File: config.mk
export PLATFORM = sky130hd
export DESIGN_NAME = ssm_shift_stage
export DESIGN_NICKNAME = d
export VERILOG_FILES = /design/src/ssm_pkg.sv /design/src/ssm_mac_decoder.sv /design/src/ssm_shift_stage.sv /design/src/ssm_shifter.sv
export VERILOG_INCLUDE_DIRS = /design/src /design/src/src
export SDC_FILE = /design/constraint.sdc
export NUM_CORES = 1
export LEC_CHECK = 0
export BUFFER_PORTS_ARGS = -buffer_cell sky130_fd_sc_hd__buf_2
export CORE_UTILIZATION = 35
export CTS_CLUSTER_SIZE = 12
export DETAILED_ROUTE_END_ITERATION = 16
export HOLD_SLACK_MARGIN = 0.08
export MAX_ROUTING_LAYER = met4
export PLACE_DENSITY = 0.67
export SLEW_MARGIN = 30
export SYNTH_ARGS = -nofsm -noshare
export SYNTH_HDL_FRONTEND = slang
export SYNTH_HIERARCHICAL = 1
export SYNTH_SLANG_ARGS = --single-unit
File: constraint.sdc
create_clock -name clk -period 5.6 [get_ports clk]
set_input_delay 0.84 -clock clk [delete_from_list [all_inputs] [get_ports clk]]
set_output_delay 0.84 -clock clk [all_outputs]
set_load 0.01 [all_outputs]
File: src/ssm_params.svh
// shared constants for the shift stage and opcode decoder
`ifndef SSM_PARAMS_SVH
`define SSM_PARAMS_SVH
`define SSM_WIDTH 16
`define SSM_MSB 15
`define SSM_CARRY_RST 1'b0
`define SSM_TOP_RST 16'h0000
`define SSM_NEXT_RST 16'h0000
`define SSM_GRP_MAC 4'hb
`define SSM_SUB_MAC 4'h0
`define SSM_SUB_MREG 4'he
`define SSM_MREG_X 4'h2
`define SSM_MREG_L 4'h6
`define SSM_MREG_H 4'h7
`endif

File: src/ssm_pkg.sv
// types for the shift stage and mac opcode decoder
package ssm_pkg;
	typedef enum logic [3:0] {
		SSM_SH_NONE = 4'h0,
		SSM_SH_SIGN_EXT = 4'h1,
		SSM_SH_ARITH_LEFT = 4'h2,
		SSM_SH_ROTATE_LEFT = 4'h3,
		SSM_SH_RIGHT_OUT_CARRY = 4'h4,
		SSM_SH_ROTATE_RIGHT_CARRY = 4'h5,
		SSM_SH_LOGICAL_RIGHT = 4'h6,
		SSM_SH_ARITH_RIGHT = 4'h7,
		SSM_SH_SECOND_LEFT = 4'h8,
		SSM_SH_SECOND_ROTATE_LEFT = 4'h9,
		SSM_SH_DOUBLE_LEFT = 4'ha,
		SSM_SH_DOUBLE_ROTATE_LEFT = 4'hb,
		SSM_SH_DOUBLE_RIGHT_OUT_CARRY = 4'hc,
		SSM_SH_DOUBLE_ROTATE_RIGHT = 4'hd,
		SSM_SH_DOUBLE_LOGICAL_RIGHT = 4'he,
		SSM_SH_DOUBLE_ARITH_RIGHT = 4'hf
	} ssm_shift_t;
	typedef enum logic [4:0] {
		SSM_OP_NONE = 5'h00,
		SSM_OP_ZERO_EQ = 5'h01,
		SSM_OP_DSRA = 5'h02,
		SSM_OP_DSRL = 5'h03,
		SSM_OP_CLR_ACC = 5'h04,
		SSM_OP_DSLL = 5'h05,
		SSM_OP_FP_NORM = 5'h06,
		SSM_OP_MAC_SHR = 5'h07,
		SSM_OP_SMAC_STACK = 5'h08,
		SSM_OP_SMAC_BUS = 5'h09,
		SSM_OP_MUL_MIXED = 5'h0a,
		SSM_OP_MUL_UNS = 5'h0b,
		SSM_OP_MUL_SGN = 5'h0c,
		SSM_OP_MSUB_SGN = 5'h0d,
		SSM_OP_MAC_MIXED = 5'h0e,
		SSM_OP_MAC_UNS = 5'h0f,
		SSM_OP_MAC_SGN = 5'h10,
		SSM_OP_LD_EXT = 5'h11,
		SSM_OP_LD_LOW = 5'h12,
		SSM_OP_LD_HIGH = 5'h13,
		SSM_OP_ST_EXT = 5'h14,
		SSM_OP_ST_LOW = 5'h15,
		SSM_OP_ST_HIGH = 5'h16
	} ssm_mac_op_t;
endpackage

File: src/ssm_mac_decoder.sv
// combinational decode of the mac, barrel shifter and test opcodes
`timescale 1ns/1ps
`include "ssm_params.svh"
module ssm_mac_decoder
	import ssm_pkg::*;
(
	input wire logic [15:0] opcode,
	output ssm_mac_op_t mac_op
);
	logic pre_mac;
	logic pre_mreg;
	logic bit4;
	logic bit7;
	logic [3:0] low;
	// prefix fields; bit 5 is the return flag and does not matter here
	always_comb begin
		pre_mac = opcode[15:12] == `SSM_GRP_MAC
			&& opcode[11:8] == `SSM_SUB_MAC && !opcode[6];
		pre_mreg = opcode[15:12] == `SSM_GRP_MAC
			&& opcode[11:8] == `SSM_SUB_MREG && !opcode[6];
		bit4 = opcode[4];
		bit7 = opcode[7];
		low = opcode[3:0];
	end
	// opcode table lookup
	always_comb begin
		mac_op = SSM_OP_NONE;
		if (pre_mac && !bit4 && !bit7) begin
			unique case (low)
				4'h8: mac_op = SSM_OP_ZERO_EQ;
				4'h9: mac_op = SSM_OP_DSRA;
				4'ha: mac_op = SSM_OP_DSRL;
				4'hc: mac_op = SSM_OP_CLR_ACC;
				4'he: mac_op = SSM_OP_DSLL;
				4'hf: mac_op = SSM_OP_FP_NORM;
				default: mac_op = SSM_OP_NONE;
			endcase
		end else if (pre_mac && bit4 && !bit7) begin
			unique case (low)
				4'h1: mac_op = SSM_OP_MAC_SHR;
				4'h2: mac_op = SSM_OP_SMAC_STACK;
				4'h3: mac_op = SSM_OP_MUL_MIXED;
				4'h4: mac_op = SSM_OP_MSUB_SGN;
				4'h5: mac_op = SSM_OP_MAC_MIXED;
				4'h6: mac_op = SSM_OP_MAC_UNS;
				4'h7: mac_op = SSM_OP_MAC_SGN;
				default: mac_op = SSM_OP_NONE;
			endcase
		end else if (pre_mac && bit4 && bit7) begin
			unique case (low)
				4'h2: mac_op = SSM_OP_SMAC_BUS;
				4'h6: mac_op = SSM_OP_MUL_UNS;
				4'h7: mac_op = SSM_OP_MUL_SGN;
				default: mac_op = SSM_OP_NONE;
			endcase
		end else if (pre_mreg && bit4) begin
			unique case (low)
				`SSM_MREG_X: mac_op = bit7 ? SSM_OP_ST_EXT : SSM_OP_LD_EXT;
				`SSM_MREG_L: mac_op = bit7 ? SSM_OP_ST_LOW : SSM_OP_LD_LOW;
				`SSM_MREG_H: mac_op = bit7 ? SSM_OP_ST_HIGH : SSM_OP_LD_HIGH;
				default: mac_op = SSM_OP_NONE;
			endcase
		end
	end
endmodule

File: src/ssm_shift_stage.sv
// shift stage after the alu with top, second and carry registers
// Summary of operation
// - code 0000: top takes alu result, carry unchanged
// - codes 0000-0111 leave second register unchanged
// - 0001 sign-extends bit 15; 0111 puts bit 15 in carry and top 15
// - 0010 shift left, bit 15 to carry; 0011 rotates old carry in
// - 0100/0101/0110 right shifts with carry, bit0 or zero handling
// - 1000/1001 shift second left with zero or carry fill
// - 1010/1011 32-bit left shift of top:second pair
// - 1100 32-bit right shift, old carry in, carry cleared
// - 1101 32-bit rotate right, second bit 0 into carry
// - 1110 logical, 1111 arithmetic 32-bit right shift
// - prefix b0, 00r0, low 1001 is double arithmetic right shift
// - low 1010 is double logical right shift
// - low 1110 double left shift, 1111 floating normalise
// - 00r1 with 0001 shifts mac output registers right
// - 00r1 with 0010 streams mac between stack and memory
// - 10r1 with 0010 streams mac between bus and memory
// - 00r1 with 0100..0111 selects accumulate operation
// - 00r1/0011 mixed multiply; 10r1 0110 unsigned, 0111 signed
`timescale 1ns/1ps
`include "ssm_params.svh"
module ssm_shift_stage
	import ssm_pkg::*;
(
	input wire logic clk,
	input wire logic reset,
	input wire logic exec,
	input wire logic [3:0] shift_code,
	input wire logic [15:0] alu_z,
	input wire logic load_second,
	input wire logic [15:0] second_load_value,
	input wire logic load_carry,
	input wire logic carry_load_value,
	input wire logic [15:0] opcode,
	input wire logic opcode_valid,
	output logic [15:0] top_q,
	output logic [15:0] second_q,
	output logic prior_carry,
	output ssm_mac_op_t mac_op_q,
	output logic mac_op_valid_q
);
	logic [15:0] top_d;
	logic [15:0] second_d;
	logic carry_d;
	logic [15:0] sh_top;
	logic [15:0] sh_second;
	logic sh_carry;
	ssm_mac_op_t dec_op;
	ssm_mac_op_t mac_op_d;
	logic mac_op_valid_d;
	logic carry_q;

	// shift function
	ssm_shifter u_shifter (
		.code(shift_code),
		.alu_z(alu_z),
		.second_in(second_q),
		.prior_carry(carry_q),
		.top_out(sh_top),
		.second_out(sh_second),
		.carry_out(sh_carry)
	);

	// opcode decode
	ssm_mac_decoder u_decoder (
		.opcode(opcode),
		.mac_op(dec_op)
	);

	// next state for the stack registers and carry
	always_comb begin
		top_d = top_q;
		second_d = second_q;
		carry_d = carry_q;
		if (load_second)
			second_d = second_load_value;
		if (load_carry)
			carry_d = carry_load_value;
		if (exec) begin
			top_d = sh_top;
			second_d = sh_second;
			carry_d = sh_carry;
		end
	end

	// registers
	always_ff @(posedge clk) begin
		if (reset) begin
			top_q <= `SSM_TOP_RST;
			second_q <= `SSM_NEXT_RST;
			carry_q <= `SSM_CARRY_RST;
		end else begin
			top_q <= top_d;
			second_q <= second_d;
			carry_q <= carry_d;
		end
	end
	assign prior_carry = carry_q;

	// decoded mac operation, registered
	always_comb begin
		mac_op_d = opcode_valid ? dec_op : SSM_OP_NONE;
		mac_op_valid_d = opcode_valid && dec_op != SSM_OP_NONE;
	end

	always_ff @(posedge clk) begin
		if (reset) begin
			mac_op_q <= SSM_OP_NONE;
			mac_op_valid_q <= 1'b0;
		end else begin
			mac_op_q <= mac_op_d;
			mac_op_valid_q <= mac_op_valid_d;
		end
	end

	// checks
	property p_noshift;
		@(posedge clk) disable iff (reset)
		exec && shift_code == 4'h0 |=> top_q == $past(alu_z)
			&& prior_carry == $past(prior_carry);
	endproperty
	a_noshift: assert property (p_noshift) else $error("no shift wrong");
	property p_second_keep;
		@(posedge clk) disable iff (reset)
		exec && !shift_code[3] |=> second_q == $past(second_q);
	endproperty
	a_second_keep: assert property (p_second_keep)
		else $error("second changed");
	property p_signext;
		@(posedge clk) disable iff (reset)
		exec && shift_code == 4'h1 |=> top_q == {16{$past(alu_z[15])}};
	endproperty
	a_signext: assert property (p_signext) else $error("sign ext wrong");
	property p_left;
		@(posedge clk) disable iff (reset)
		exec && shift_code == 4'h3 |=> prior_carry == $past(alu_z[15])
			&& top_q == {$past(alu_z[14:0]), $past(prior_carry)};
	endproperty
	a_left: assert property (p_left) else $error("rotate left wrong");
	property p_rshift;
		@(posedge clk) disable iff (reset)
		exec && shift_code == 4'h4 |=> !prior_carry
			&& top_q[15] == $past(prior_carry);
	endproperty
	a_rshift: assert property (p_rshift) else $error("right out wrong");
	property p_second_left;
		@(posedge clk) disable iff (reset)
		exec && shift_code == 4'h8 |=> second_q == {$past(second_q[14:0]), 1'b0}
			&& top_q == $past(alu_z);
	endproperty
	a_second_left: assert property (p_second_left)
		else $error("second left wrong");
	property p_dleft;
		@(posedge clk) disable iff (reset)
		exec && shift_code == 4'ha |=> top_q[0] == $past(second_q[15])
			&& second_q[0] == 1'b0 && prior_carry == $past(alu_z[15]);
	endproperty
	a_dleft: assert property (p_dleft) else $error("double left wrong");
	property p_drot;
		@(posedge clk) disable iff (reset)
		exec && shift_code == 4'hd |=> prior_carry == $past(second_q[0])
			&& second_q[15] == $past(alu_z[0]);
	endproperty
	a_drot: assert property (p_drot) else $error("double rotate wrong");
	property p_dsra;
		@(posedge clk) disable iff (reset)
		opcode_valid && opcode == 16'hb009 |=> mac_op_q == SSM_OP_DSRA
			&& mac_op_valid_q;
	endproperty
	a_dsra: assert property (p_dsra) else $error("dsra decode wrong");
	property p_arith_left;
		@(posedge clk) disable iff (reset)
		exec && shift_code == 4'h2 |=> prior_carry == $past(alu_z[15])
			&& top_q == {$past(alu_z[14:0]), 1'b0};
	endproperty
	a_arith_left: assert property (p_arith_left)
		else $error("arith left wrong");
	property p_rrot;
		@(posedge clk) disable iff (reset)
		exec && shift_code == 4'h5 |=> prior_carry == $past(alu_z[0])
			&& top_q == {$past(prior_carry), $past(alu_z[15:1])};
	endproperty
	a_rrot: assert property (p_rrot)
		else $error("rotate right wrong");
	property p_lright;
		@(posedge clk) disable iff (reset)
		exec && shift_code == 4'h6 |=> !prior_carry
			&& top_q == {1'b0, $past(alu_z[15:1])};
	endproperty
	a_lright: assert property (p_lright)
		else $error("logical right wrong");
	property p_arith_right;
		@(posedge clk) disable iff (reset)
		exec && shift_code == 4'h7 |=> prior_carry == $past(alu_z[15])
			&& top_q == {$past(alu_z[15]), $past(alu_z[15:1])};
	endproperty
	a_arith_right: assert property (p_arith_right)
		else $error("arith right wrong");
	property p_second_rot;
		@(posedge clk) disable iff (reset)
		exec && shift_code == 4'h9 |=> prior_carry == $past(prior_carry)
			&& second_q == {$past(second_q[14:0]), $past(prior_carry)};
	endproperty
	a_second_rot: assert property (p_second_rot)
		else $error("second rotate wrong");
	property p_drot_left;
		@(posedge clk) disable iff (reset)
		exec && shift_code == 4'hb |=> prior_carry == $past(alu_z[15])
			&& top_q == {$past(alu_z[14:0]), $past(second_q[15])}
			&& second_q == {$past(second_q[14:0]), $past(prior_carry)};
	endproperty
	a_drot_left: assert property (p_drot_left)
		else $error("double rotate left wrong");
	property p_dright_out;
		@(posedge clk) disable iff (reset)
		exec && shift_code == 4'hc |=> !prior_carry
			&& top_q == {$past(prior_carry), $past(alu_z[15:1])}
			&& second_q == {$past(alu_z[0]), $past(second_q[15:1])};
	endproperty
	a_dright_out: assert property (p_dright_out)
		else $error("double right out wrong");
	property p_dlogical_right;
		@(posedge clk) disable iff (reset)
		exec && shift_code == 4'he |=> !prior_carry
			&& top_q == {1'b0, $past(alu_z[15:1])}
			&& second_q == {$past(alu_z[0]), $past(second_q[15:1])};
	endproperty
	a_dlogical_right: assert property (p_dlogical_right)
		else $error("double logical right wrong");
	property p_darith_right;
		@(posedge clk) disable iff (reset)
		exec && shift_code == 4'hf |=> prior_carry == $past(alu_z[15])
			&& top_q == {$past(alu_z[15]), $past(alu_z[15:1])}
			&& second_q == {$past(alu_z[0]), $past(second_q[15:1])};
	endproperty
	a_darith_right: assert property (p_darith_right)
		else $error("double arith right wrong");
	// decode checks; bit 5 is the return flag and is masked out
	property p_dsrl;
		@(posedge clk) disable iff (reset)
		opcode_valid && (opcode & 16'hffdf) == 16'hb00a
			|=> mac_op_q == SSM_OP_DSRL && mac_op_valid_q;
	endproperty
	a_dsrl: assert property (p_dsrl)
		else $error("dsrl decode wrong");
	property p_dsll_norm;
		@(posedge clk) disable iff (reset)
		opcode_valid && (opcode & 16'hffde) == 16'hb00e
			|=> mac_op_q == ($past(opcode[0]) ? SSM_OP_FP_NORM : SSM_OP_DSLL);
	endproperty
	a_dsll_norm: assert property (p_dsll_norm)
		else $error("dsll or normalise decode wrong");
	property p_mac_shr;
		@(posedge clk) disable iff (reset)
		opcode_valid && (opcode & 16'hffdf) == 16'hb011
			|=> mac_op_q == SSM_OP_MAC_SHR && mac_op_valid_q;
	endproperty
	a_mac_shr: assert property (p_mac_shr)
		else $error("mac shift decode wrong");
	property p_smac_stack;
		@(posedge clk) disable iff (reset)
		opcode_valid && (opcode & 16'hffdf) == 16'hb012
			|=> mac_op_q == SSM_OP_SMAC_STACK && mac_op_valid_q;
	endproperty
	a_smac_stack: assert property (p_smac_stack)
		else $error("stack stream decode wrong");
	property p_smac_bus;
		@(posedge clk) disable iff (reset)
		opcode_valid && (opcode & 16'hffdf) == 16'hb092
			|=> mac_op_q == SSM_OP_SMAC_BUS && mac_op_valid_q;
	endproperty
	a_smac_bus: assert property (p_smac_bus)
		else $error("bus stream decode wrong");
	property p_mac_acc;
		@(posedge clk) disable iff (reset)
		opcode_valid && (opcode & 16'hffdc) == 16'hb014
			|=> mac_op_q == ssm_mac_op_t'(5'h0d + 5'($past(opcode[1:0])));
	endproperty
	a_mac_acc: assert property (p_mac_acc)
		else $error("accumulate decode wrong");
	property p_mul_mixed;
		@(posedge clk) disable iff (reset)
		opcode_valid && (opcode & 16'hffdf) == 16'hb013
			|=> mac_op_q == SSM_OP_MUL_MIXED && mac_op_valid_q;
	endproperty
	a_mul_mixed: assert property (p_mul_mixed)
		else $error("mixed multiply decode wrong");
	property p_mul_plain;
		@(posedge clk) disable iff (reset)
		opcode_valid && (opcode & 16'hffde) == 16'hb096
			|=> mac_op_q == ($past(opcode[0]) ? SSM_OP_MUL_SGN : SSM_OP_MUL_UNS);
	endproperty
	a_mul_plain: assert property (p_mul_plain)
		else $error("multiply decode wrong");
	property p_mreg_ext;
		@(posedge clk) disable iff (reset)
		opcode_valid && (opcode & 16'hff5f) == 16'hbe12
			|=> mac_op_q == ($past(opcode[7]) ? SSM_OP_ST_EXT : SSM_OP_LD_EXT);
	endproperty
	a_mreg_ext: assert property (p_mreg_ext)
		else $error("extension register decode wrong");
	property p_mreg_high;
		@(posedge clk) disable iff (reset)
		opcode_valid && (opcode & 16'hff5f) == 16'hbe17
			|=> mac_op_q == ($past(opcode[7]) ? SSM_OP_ST_HIGH : SSM_OP_LD_HIGH);
	endproperty
	a_mreg_high: assert property (p_mreg_high)
		else $error("high register decode wrong");
	property p_zero_clr;
		@(posedge clk) disable iff (reset)
		opcode_valid && (opcode & 16'hffdb) == 16'hb008
			|=> mac_op_q == ($past(opcode[2]) ? SSM_OP_CLR_ACC : SSM_OP_ZERO_EQ);
	endproperty
	a_zero_clr: assert property (p_zero_clr)
		else $error("zero test or clear decode wrong");
	property p_op_none;
		@(posedge clk) disable iff (reset)
		!opcode_valid |=> mac_op_q == SSM_OP_NONE && !mac_op_valid_q;
	endproperty
	a_op_none: assert property (p_op_none)
		else $error("op without valid opcode");
	c_dshift: cover property (@(posedge clk) exec && shift_code == 4'hf);
	c_rot: cover property (@(posedge clk) exec && shift_code == 4'hb);
	c_mac: cover property (@(posedge clk) mac_op_q == SSM_OP_MAC_SGN);
	c_store: cover property (@(posedge clk) mac_op_q == SSM_OP_ST_HIGH);
	c_exec_load: cover property (@(posedge clk) exec && load_second);
endmodule

File: src/ssm_shifter.sv
// combinational shift function for top, second and carry
`timescale 1ns/1ps
module ssm_shifter
	import ssm_pkg::*;
(
	input wire logic [3:0] code,
	input wire logic [15:0] alu_z,
	input wire logic [15:0] second_in,
	input wire logic prior_carry,
	output logic [15:0] top_out,
	output logic [15:0] second_out,
	output logic carry_out
);
	// per-code result selection
	always_comb begin
		top_out = alu_z;
		second_out = second_in;
		carry_out = prior_carry;
		unique case (ssm_shift_t'(code))
			SSM_SH_NONE: begin
			end
			SSM_SH_SIGN_EXT: top_out = {16{alu_z[15]}};
			SSM_SH_ARITH_LEFT: begin
				top_out = {alu_z[14:0], 1'b0};
				carry_out = alu_z[15];
			end
			SSM_SH_ROTATE_LEFT: begin
				top_out = {alu_z[14:0], prior_carry};
				carry_out = alu_z[15];
			end
			SSM_SH_RIGHT_OUT_CARRY: begin
				top_out = {prior_carry, alu_z[15:1]};
				carry_out = 1'b0;
			end
			SSM_SH_ROTATE_RIGHT_CARRY: begin
				top_out = {prior_carry, alu_z[15:1]};
				carry_out = alu_z[0];
			end
			SSM_SH_LOGICAL_RIGHT: begin
				top_out = {1'b0, alu_z[15:1]};
				carry_out = 1'b0;
			end
			SSM_SH_ARITH_RIGHT: begin
				top_out = {alu_z[15], alu_z[15:1]};
				carry_out = alu_z[15];
			end
			SSM_SH_SECOND_LEFT: second_out = {second_in[14:0], 1'b0};
			SSM_SH_SECOND_ROTATE_LEFT:
				second_out = {second_in[14:0], prior_carry};
			SSM_SH_DOUBLE_LEFT: begin
				top_out = {alu_z[14:0], second_in[15]};
				second_out = {second_in[14:0], 1'b0};
				carry_out = alu_z[15];
			end
			SSM_SH_DOUBLE_ROTATE_LEFT: begin
				top_out = {alu_z[14:0], second_in[15]};
				second_out = {second_in[14:0], prior_carry};
				carry_out = alu_z[15];
			end
			SSM_SH_DOUBLE_RIGHT_OUT_CARRY: begin
				top_out = {prior_carry, alu_z[15:1]};
				second_out = {alu_z[0], second_in[15:1]};
				carry_out = 1'b0;
			end
			SSM_SH_DOUBLE_ROTATE_RIGHT: begin
				top_out = {prior_carry, alu_z[15:1]};
				second_out = {alu_z[0], second_in[15:1]};
				carry_out = second_in[0];
			end
			SSM_SH_DOUBLE_LOGICAL_RIGHT: begin
				top_out = {1'b0, alu_z[15:1]};
				second_out = {alu_z[0], second_in[15:1]};
				carry_out = 1'b0;
			end
			SSM_SH_DOUBLE_ARITH_RIGHT: begin
				top_out = {alu_z[15], alu_z[15:1]};
				second_out = {alu_z[0], second_in[15:1]};
				carry_out = alu_z[15];
			end
		endcase
	end
endmodule

==> results of run 1 <==
==> layout make-up <==
cell class	count	area, um2
tap	102	127.6
fill	792	4415
multi-input combinational	236	1815
clock buffer	8	100.1
sequential	39	780.7
timing repair buffer	96	480.5
inverter	2	7.507
==> critical path: cells and delay by family <==
kind                   cells  cell delay [ps]
AOI/OAI and AO/OA          3              530
and+or+nand+nor            3              990
buffers and inverters      1              170
==> per-stage QoR <==
step	setup slack (ps)	utilization
finish	3261	0.4286
global route	3145	0.4286
CTS	3281	0.4286
detailed placement	2971	0.4156
global placement	2966	0.4156
floorplan	3083	-
==> routing by layer <==
metal / up-vias / wire, um
li1: 1273 / -
met1: 1209 / 3184
met2: 104 / 3247
met3: 11 / 417
met4: 0 / 102
met5: - / 0
==> report_power, final <==
part	internal, uW	total [uW]	switching (uW)
logic	88.9	189	99.8
clock network	113	219	106
registers	296	314	18.0
total	497	721	224
==> worst paths after layout <==
kind / start / to / slack [ps] / cells after the start
max: opcode[7] / mac_op_valid_q$_SDFF_PP0_ / 3260 / 7
min: top_q[1]$_SDFFE_PP0P_ / top_q[1]$_SDFFE_PP0P_ / 490 / 2
max reg2reg: second_q[0]$_SDFFE_PP0P_ / prior_carry$_SDFFE_PP0P_ / 4380 / 5
min reg2reg: top_q[1]$_SDFFE_PP0P_ / top_q[1]$_SDFFE_PP0P_ / 490 / 2
==> registers in the layout (all words and copies together), names as in the netlist <==
register,flops
mac_op_q,5
second_q,16
mac_op_valid_q,1
prior_carry,1
top_q,16
==> cell families (layout without fill, tap and decap cells) <==
group | after synthesis | count (layout)
simple gates | 93 | 93
compound gates | 87 | 87
mux | 53 | 53
flops | 39 | 39
buf+inv | 28 | 106
xor+xnor | 3 | 3
==> cell usage in the layout, fill, tap and decap left out, types with 2 or more instances in the layout <==
cell type | netlist | final
a211oi_1 | 16 | 16
a21o_1 | 2 | 2
a21oi_1 | 20 | 20
a22oi_1 | 13 | 13
a2bb2oi_1 | 3 | 3
a2bb2oi_2 | 10 | 10
a31oi_1 | 2 | 2
a32o_1 | 3 | 3
and2_1 | 5 | 5
buf_2 | 5 | 96
clkbuf_8 | 0 | 7
dfxtp_1 | 39 | 39
mux2i_1 | 50 | 50
nand2_1 | 5 | 5
nand2b_1 | 4 | 4
nand3b_1 | 2 | 2
nor2_1 | 37 | 37
nor2b_1 | 22 | 22
nor3_1 | 2 | 2
nor3_2 | 2 | 2
o21a_1 | 2 | 2
o21ai_0 | 6 | 6
xnor2_1 | 2 | 2
==> results.cfg, run 1 <==
[status]
status = completed

[placement]
gp_congestion = 0.8915
port_buffers = 96
dpl_cell_area_um2 = 3212
dp_cells = 475
hpwl_mm = 4.857

[yosys]
synth_top_family_by_area = compound AO/OA/AOI/OAI gates
synth_mux_area_frac = 0.1955
synth_seq_area_share = 0.2778
synth_nets = 362
synth_top_area_cell = dfxtp_1
synth_top_area_frac = 0.2778
synth_compound_area_frac = 0.2489
synth-simple-area-share = 0.1923
synth_common_cells = 50 x mux2i_1, 39 x dfxtp_1, 37 x nor2_1, 22 x nor2b_1, 20 x a21oi_1
synth-xor-area-share = 0.009350
synth.most_common_cell = mux2i_1
synth.cell_area_um2 = 2810
synth_edf_count = 0
synth_flop_cell = dfxtp_1
async_reset_ff_frac = 0
synthesis.instances = 303
synth_cell_types = 56
yosys-top-cells-area = dfxtp_1 28%, mux2i_1 18%, a2bb2oi_2 5.3%, nor2_1 4.9%, nor2b_1 4.9%
ys_warn_count = 6
ys_ff_latch = 39
syn_avg_cell_area_um2 = 9.275
synthAdderAreaFrac = 0

[global_routing]
gr-usage-met2 = 0.2657
antenna_found_initial = 0
track_usage = 0.1646
grt_overflow_total = 0
grt_start_max_net_pins = 39
use_met3 = 0.02764
gr-usage-met1 = 0.2067
grt_pass1_wl_mm = 10.98
grt_busiest_layer = met2
grt_pass1_vias = 2370

[clock_tree]
clk_pin_slew_ps = 80
cts_repair_resize_count = 0
ctsHtreeMaxLevel = 2
cts_root_buffer = clkbuf_8
cts_setup_buffers = 0
clk_latency_ps = 290
holdBufCountCts = 0
numCtsBuffers = 5
clock_sinks = 39
cts.path.max_buffers = 2
cts_tree = built

[route]
avgRoutedWirePerCell_um = 14.39
vias = 2597
routed_wl_mm = 6.951
drt_pass1_iterations = 4
drc = 0
vias_per_cell = 5.377
drt_iter0_drc = 130
postRouteAntennaNets = 0

[worst_setup_path]
cp_max_fo = 9
slowest_delay_ps = 520
required_ps = 5790
cp_slowest_cell = or4_1
crit_path_end_kind = flop
path_cells = buf_2, nor4_4, o21ai_0, a21oi_1, nor2_1, or4_1, o21a_1
crit_type = primary input to flop
arrival_ps = 2530
critPathLaunchType = primary input

[timing]
setup_violations = 0
finalCritPeriodShare = 0.4177
finalSetupTns_ps = 0
slew_viol_final = 0
holdWs_ps = 493.7
max_freq_ghz = 0.4275
tightest_slew_ps = 901.3
period_needed_ps = 2339
final-hold-violation-count = 0
rsz0062_at_grt = false
slew-limit-headroom = 0.3991
fin_skew_ps = 3.428

[floorplan]
die_area_um2 = 8391
rows = 32
coreArea_um2 = 7727
die_h_um = 91.61
ioPinCount = 98
initial_core_util = 0.3637
die_width_um = 91.61

[final_layout]
drive_above_1_share = 0.3333
num_antenna_cells = 0
design_area_um2 = 3312
nets = 439
syn_to_final_growth_pct = 17.85
stdcell_count = 483

[power_and_ir_drop]
peakVddDrop_mv = 0.07031
p_per_area_nw_per_um2 = 217.7
power_uw = 721.1
leakagePower_uw = 0.001500

[hold_path]
worstHoldPathType = flop to flop

[job]
drv_cap = 0
Power figures use the tool's default switching activity.
==> inputs of run 2 (changes only) <==
ABC_AREA = 1   (was default)
clock period = 2.2 ns   (was 5.6 ns; I/O delays follow)
==> run 2 against run 1 <==
Utilization rose by 0.57 points. Sequential share of layout area fell by 0.78 points. Sequential cell count did not move. Via count rose by 30%. Largest power group unchanged. Sequential power rose by 150%. Critical endpoint is now top_q[7]$_SDFFE_PP0P_.
==> results.cfg, run 2 <==
[placement]
gp_congestion = 0.8489
hpwl_mm = 5.861
port_buffers = 96

[yosys]
ys_ff_latch = 39
synth_flop_cell = dfxtp_1
synth.cell_area_um2 = 2923
synth_seq_area_share = 0.2671
synth_edf_count = 0
synth_top_area_cell = dfxtp_1
yosys-top-cells-area = dfxtp_1 27%, nand2_1 18%, nor2_1 12%, nand3_1 9.1%, inv_1 6.8%
synth_nets = 550
synth_cell_types = 32
ys_warn_count = 6
syn_avg_cell_area_um2 = 5.953
synth_top_area_frac = 0.2671
async_reset_ff_frac = 0
synthesis.instances = 491
synth_common_cells = 143 x nand2_1, 94 x nor2_1, 53 x inv_1, 53 x nand3_1, 39 x dfxtp_1
synth.most_common_cell = nand2_1

[route]
vias = 3364
drc = 0
vias_per_cell = 4.991
postRouteAntennaNets = 0
avgRoutedWirePerCell_um = 11.80
drt_pass1_iterations = 5
routed_wl_mm = 7.951
drt_iter0_drc = 159

[clock_tree]
clock_sinks = 39
cts_setup_buffers = 0
ctsHtreeMaxLevel = 2
cts_tree = built
numCtsBuffers = 5
clk_latency_ps = 290
cts_root_buffer = clkbuf_8
cts_repair_resize_count = 0
clk_pin_slew_ps = 80
holdBufCountCts = 0
cts.path.max_buffers = 2

[status]
status = completed

[power_and_ir_drop]
power_uw = 1690
peakVddDrop_mv = 0.2100
p_per_area_nw_per_um2 = 493.2
leakagePower_uw = 0.001850

[worst_setup_path]
cp_max_fo = 22
startpoint = shift_code[3]
crit_path_end_kind = flop
required_ps = 2380
critPathLaunchType = primary input
r2r_start = second_q[0]$_SDFFE_PP0P_
reg2reg_slack_ps = 1190
crit_type = primary input to flop
arrival_ps = 1840

[final_layout]
drive_above_1_share = 0.2343
final_common_cell = nand2_1
final_cell_mix = 143 x nand2_1, 96 x buf_2, 94 x nor2_1
multiInputGateArea_um2 = 1712
syn_to_final_growth_pct = 17.21
nets = 630
fill_cells = 853
num_antenna_cells = 0
reg_top3 = second_q x16, top_q x16, mac_op_q x5
ff_latch_area_um2 = 780.7

[timing]
max_freq_ghz = 0.6014
slew_viol_final = 0
slew-limit-headroom = 0.6015
finalSetupTns_ps = 0
finalCritPeriodShare = 0.7558
final-hold-violation-count = 0
tightest_slew_ps = 597.7
period_needed_ps = 1663
fin_skew_ps = 2.997
setup_violations = 0
rsz0062_at_grt = false

[global_routing]
grt_overflow_total = 0
grt_start_max_net_pins = 35
antenna_found_initial = 0
track_usage = 0.1865
grt_pass1_wl_mm = 12.95
grt_pass1_vias = 2903

[floorplan]
die_h_um = 93.39
coreArea_um2 = 7888
die_area_um2 = 8721
rows = 32
die_width_um = 93.39
initial_core_util = 0.3706
ioPinCount = 98

[hold_path]
worstHoldPathType = primary input to flop
hp-start = carry_load_value

[job]
drv_cap = 0
run 2: worst max-delay path, cell delays in order:
cell and delay (ps):
buf_2 260, o21ai_2 560, nand2_2 300, nor2_1 170, nor2_1 50, nor2_1 110
nor2_1 60
run 2: power by group:
| part | total [uW] | internal (uW) | leakage (uW) | switching [uW] |
|---|---|---|---|---|
| clock network | 485 | 223 | 0.0000422 | 261 |
| registers | 775 | 746 | 0.000320 | 29.5 |
| logic | 430 | 158 | 0.00149 | 272 |
run 2: worst paths after layout:
| kind | endpoint | cells after the start |
|---|---|---|
| hold reg to reg | top_q[8]$_SDFFE_PP0P_ | 2 |
| setup reg to reg | prior_carry$_SDFFE_PP0P_ | 8 |
| hold / removal | prior_carry$_SDFFE_PP0P_ | 5 |
| setup / recovery | top_q[7]$_SDFFE_PP0P_ | 7 |
run 2: cell families (layout without fill, tap and decap cells):
family,Yosys count,after routing,synth area share
DFF,39,39,0.2671
AOI/OAI and AO/OA,52,52,0.1182
and+or+nand+nor,315,315,0.4675
buffers and inverters,85,166,0.1473
run 2: per-stage QoR:
stage | hold WS, ps | instances | utilization | setup slack (ps) | area [um2]
after floorplan | 478.1 | 491 | - | 811.0 | 2923
after global placement | 479.0 | 666 | 0.4240 | 260.7 | 3344
after detailed placement | 491.2 | 666 | 0.4240 | 236.5 | 3344
after CTS | 331.4 | 674 | 0.4343 | 549.4 | 3426
after global routing | 364.1 | 674 | 0.4343 | 394.1 | 3426
final | 340.5 | 674 | 0.4343 | 537.3 | 3426
run 2: layer usage:
| layer | routed length, um | GRT usage | vias to the layer above |
|---|---|---|---|
| met4 | 95 | 0.05128 | 0 |
| met2 | 3639 | 0.3027 | 125 |
| met5 | 0 | - | - |
| li1 | - | - | 1717 |
| met1 | 3677 | 0.2458 | 1514 |
| met3 | 539 | 0.02114 | 8 |
run 2: final cells by class:
cell class	count	share of cell area
Multi-Input combinational cell	367	0.4996
Tap cell	102	0.03725
Timing Repair Buffer	98	0.1446
Inverter	60	0.06684
Clock buffer	7	0.02228
Clock inverter	1	0.001461
Sequential cell	39	0.2279
==> inputs of run 3 (changes only) <==
ABC_AREA = 0   (was 1)
clock period = 1.67 ns   (was 2.2 ns; I/O delays follow)
==> run 3 against run 2 <==
Worst setup slack got worse by 420 ps. Largest cell class unchanged. Non-clock buffer count rose by 17. Clock skew rose by 2.9 ps. Routed wire length fell by 11%. Highest routed layer unchanged. Global-route usage fell by 1.6 points. Largest power group unchanged.
==> results.cfg, run 3 (synthesized netlist as in run 1, its figures left out) <==
[status]
status = completed

[hold_path]
hp-start = second_load_value[1]
worstHoldPathType = primary input to flop
whs_endpoint = second_q[1]$_SDFFE_PP0P_
whs_path_depth = 3

[clock_tree]
numCtsBuffers = 5
clk_pin_slew_ps = 80
ctsHtreeMaxLevel = 2
cts.path.max_buffers = 2
cts_repair_resize_count = 0
cts_tree = built
cts_setup_buffers = 0
holdBufCountCts = 0
clk_latency_ps = 290
cts_root_buffer = clkbuf_8
clock_sinks = 39

[final_layout]
design_area_um2 = 3463
final_cell_mix = 96 x buf_2, 50 x mux2i_1, 39 x dfxtp_1
drive_above_1_share = 0.3675
final_common_cell = buf_2
fin_util = 0.4482
multiInputGateArea_um2 = 1815
syn_to_final_growth_pct = 23.24
num_antenna_cells = 0
ff_latch_area_um2 = 780.7
nets = 458
reg_top3 = second_q x16, top_q x16, mac_op_q x5
fill_cells = 779

[power_and_ir_drop]
internal_power_uw = 1608
p_per_area_nw_per_um2 = 677.8
combPwrFrac = 0.286
p_sw_frac = 0.3151
switchingPower_uw = 739.6
peakVddDrop_mv = 0.2247
seqPwrFrac = 0.448
leakagePower_uw = 0.001595
p_clk_frac = 0.265

[floorplan]
coreArea_um2 = 7727
ioPinCount = 98
die_area_um2 = 8391
die_h_um = 91.61
rows = 32
die_width_um = 91.61
initial_core_util = 0.3637

[timing]
rsz0062_at_grt = false
final-hold-violation-count = 0
setup_slack_ps = 115.0
setup_violations = 0
fin_skew_ps = 5.920
slew-limit-headroom = 0.6730
slew_viol_final = 0
period_needed_ps = 1555
finalSetupTns_ps = 0
finalCritPeriodShare = 0.9312
tightest_slew_ps = 486.7
max_freq_ghz = 0.6431

[route]
vias = 2641
drt_pass1_iterations = 4
routed_wl_mm = 7.044
drt_iter0_drc = 101
vias_per_cell = 5.261
postRouteAntennaNets = 0
drc = 0
avgRoutedWirePerCell_um = 14.03

[placement]
dpl_cell_area_um2 = 3379
gp_congestion = 0.8623
hpwl_mm = 5.170
place_ws_ps = -162.7
port_buffers = 96

[global_routing]
grt_pass1_wl_mm = 11.29
grt_overflow_total = 0
grt_start_max_net_pins = 34
antenna_found_initial = 0
track_usage = 0.1708
grt_pass1_vias = 2400

[worst_setup_path]
slowest_delay_ps = 390
cp_max_fo = 4
path_cells = buf_2, nor2b_1, mux2_2, a32o_1, a21oi_1, nor2_1, or4_1, o21a_1
crit_type = primary input to flop
cp_num_buf_inv = 1
critPathLaunchType = primary input
cp_top_family = simple AND/OR/NAND/NOR gates
crit_path_end_kind = flop
reg2reg_slack_ps = 500
r2r_start = prior_carry$_SDFFE_PP0P_
cp_slowest_cell = or4_1
reg2reg_depth = 3
worstReg2RegEnd = top_q[15]$_SDFFE_PP0P_
arrival_ps = 1740
required_ps = 1850

[job]
drv_cap = 0
## run 3: cell count changes in the layout (fill, tap and decap cells not counted), moves of 10 or more
cell and delta:
nand3_1 -52, mux2i_1 +50, inv_1 -52, a21oi_1 +14
buf_4 +15, a2bb2oi_2 +10, o21ai_0 -13, nor2b_1 +22
nand2_1 -138, a22oi_1 +13, nor2_1 -57, a211oi_1 +16
o221ai_1 -15
## run 3: worst reg2reg max path, delay by kind of cell, from the launching register on
| family | cells | cell delay, ps |
|---|---|---|
| flops | 1 | 370 |
| mux | 2 | 640 |
| simple gates | 1 | 50 |
## run 3: per-layer routing
layer,wire [um],vias to the layer above,part of all wire,global-route usage
li1,-,1305,-,-
met1,3172,1231,0.45,0.2143
met2,3367,94,0.48,0.2738
met3,402,11,0.057,0.03015
met4,102,0,0.014,0.06217
met5,0,-,0,-
## run 3: cell type report
class,count,area share
clock inverter,3,0.004335
clock buffer,5,0.01987
inverter,2,0.002168
multi-input combinational,236,0.5242
timing repair buffer,115,0.1871
tap,102,0.03685
sequential,39,0.2254
## run 3: stage by stage
| step | std cells | hold WS [ps] | power, uW |
|---|---|---|---|
| after floorplan | 303 | 491.0 | 1520 |
| after global placement | 494 | 469.4 | 1730 |
| after detailed placement | 494 | 479.0 | 1745 |
| after CTS | 502 | 295.3 | 2383 |
| after global routing | 502 | 301.4 | 2490 |
| final | 502 | 298.7 | 2347 |
## run 3: worst max-delay path by stage
stage | slack [ps] | end | cells past startpoint | startpoint
detailed placement | -160 | mac_op_valid_q$_SDFF_PP0_ | 8 | opcode[2]
global placement | -150 | mac_op_valid_q$_SDFF_PP0_ | 8 | opcode[7]
finish | 110 | mac_op_valid_q$_SDFF_PP0_ | 8 | opcode[2]
floorplan | -90 | mac_op_valid_q$_SDFF_PP0_ | 8 | opcode[2]
CTS | 140 | mac_op_valid_q$_SDFF_PP0_ | 8 | opcode[2]
global route | 80 | mac_op_valid_q$_SDFF_PP0_ | 8 | opcode[2]
## run 3: power groups by stage
stage / registers [uW] / logic (uW) / clock network [uW]
2_1_floorplan: 1090 / 429 / 0
3_3_place_gp: 1070 / 657 / 0
3_5_place_dp: 1070 / 671 / 0
4_1_cts: 1050 / 673 / 657
5_1_grt: 1060 / 733 / 696
6_report: 1050 / 672 / 623
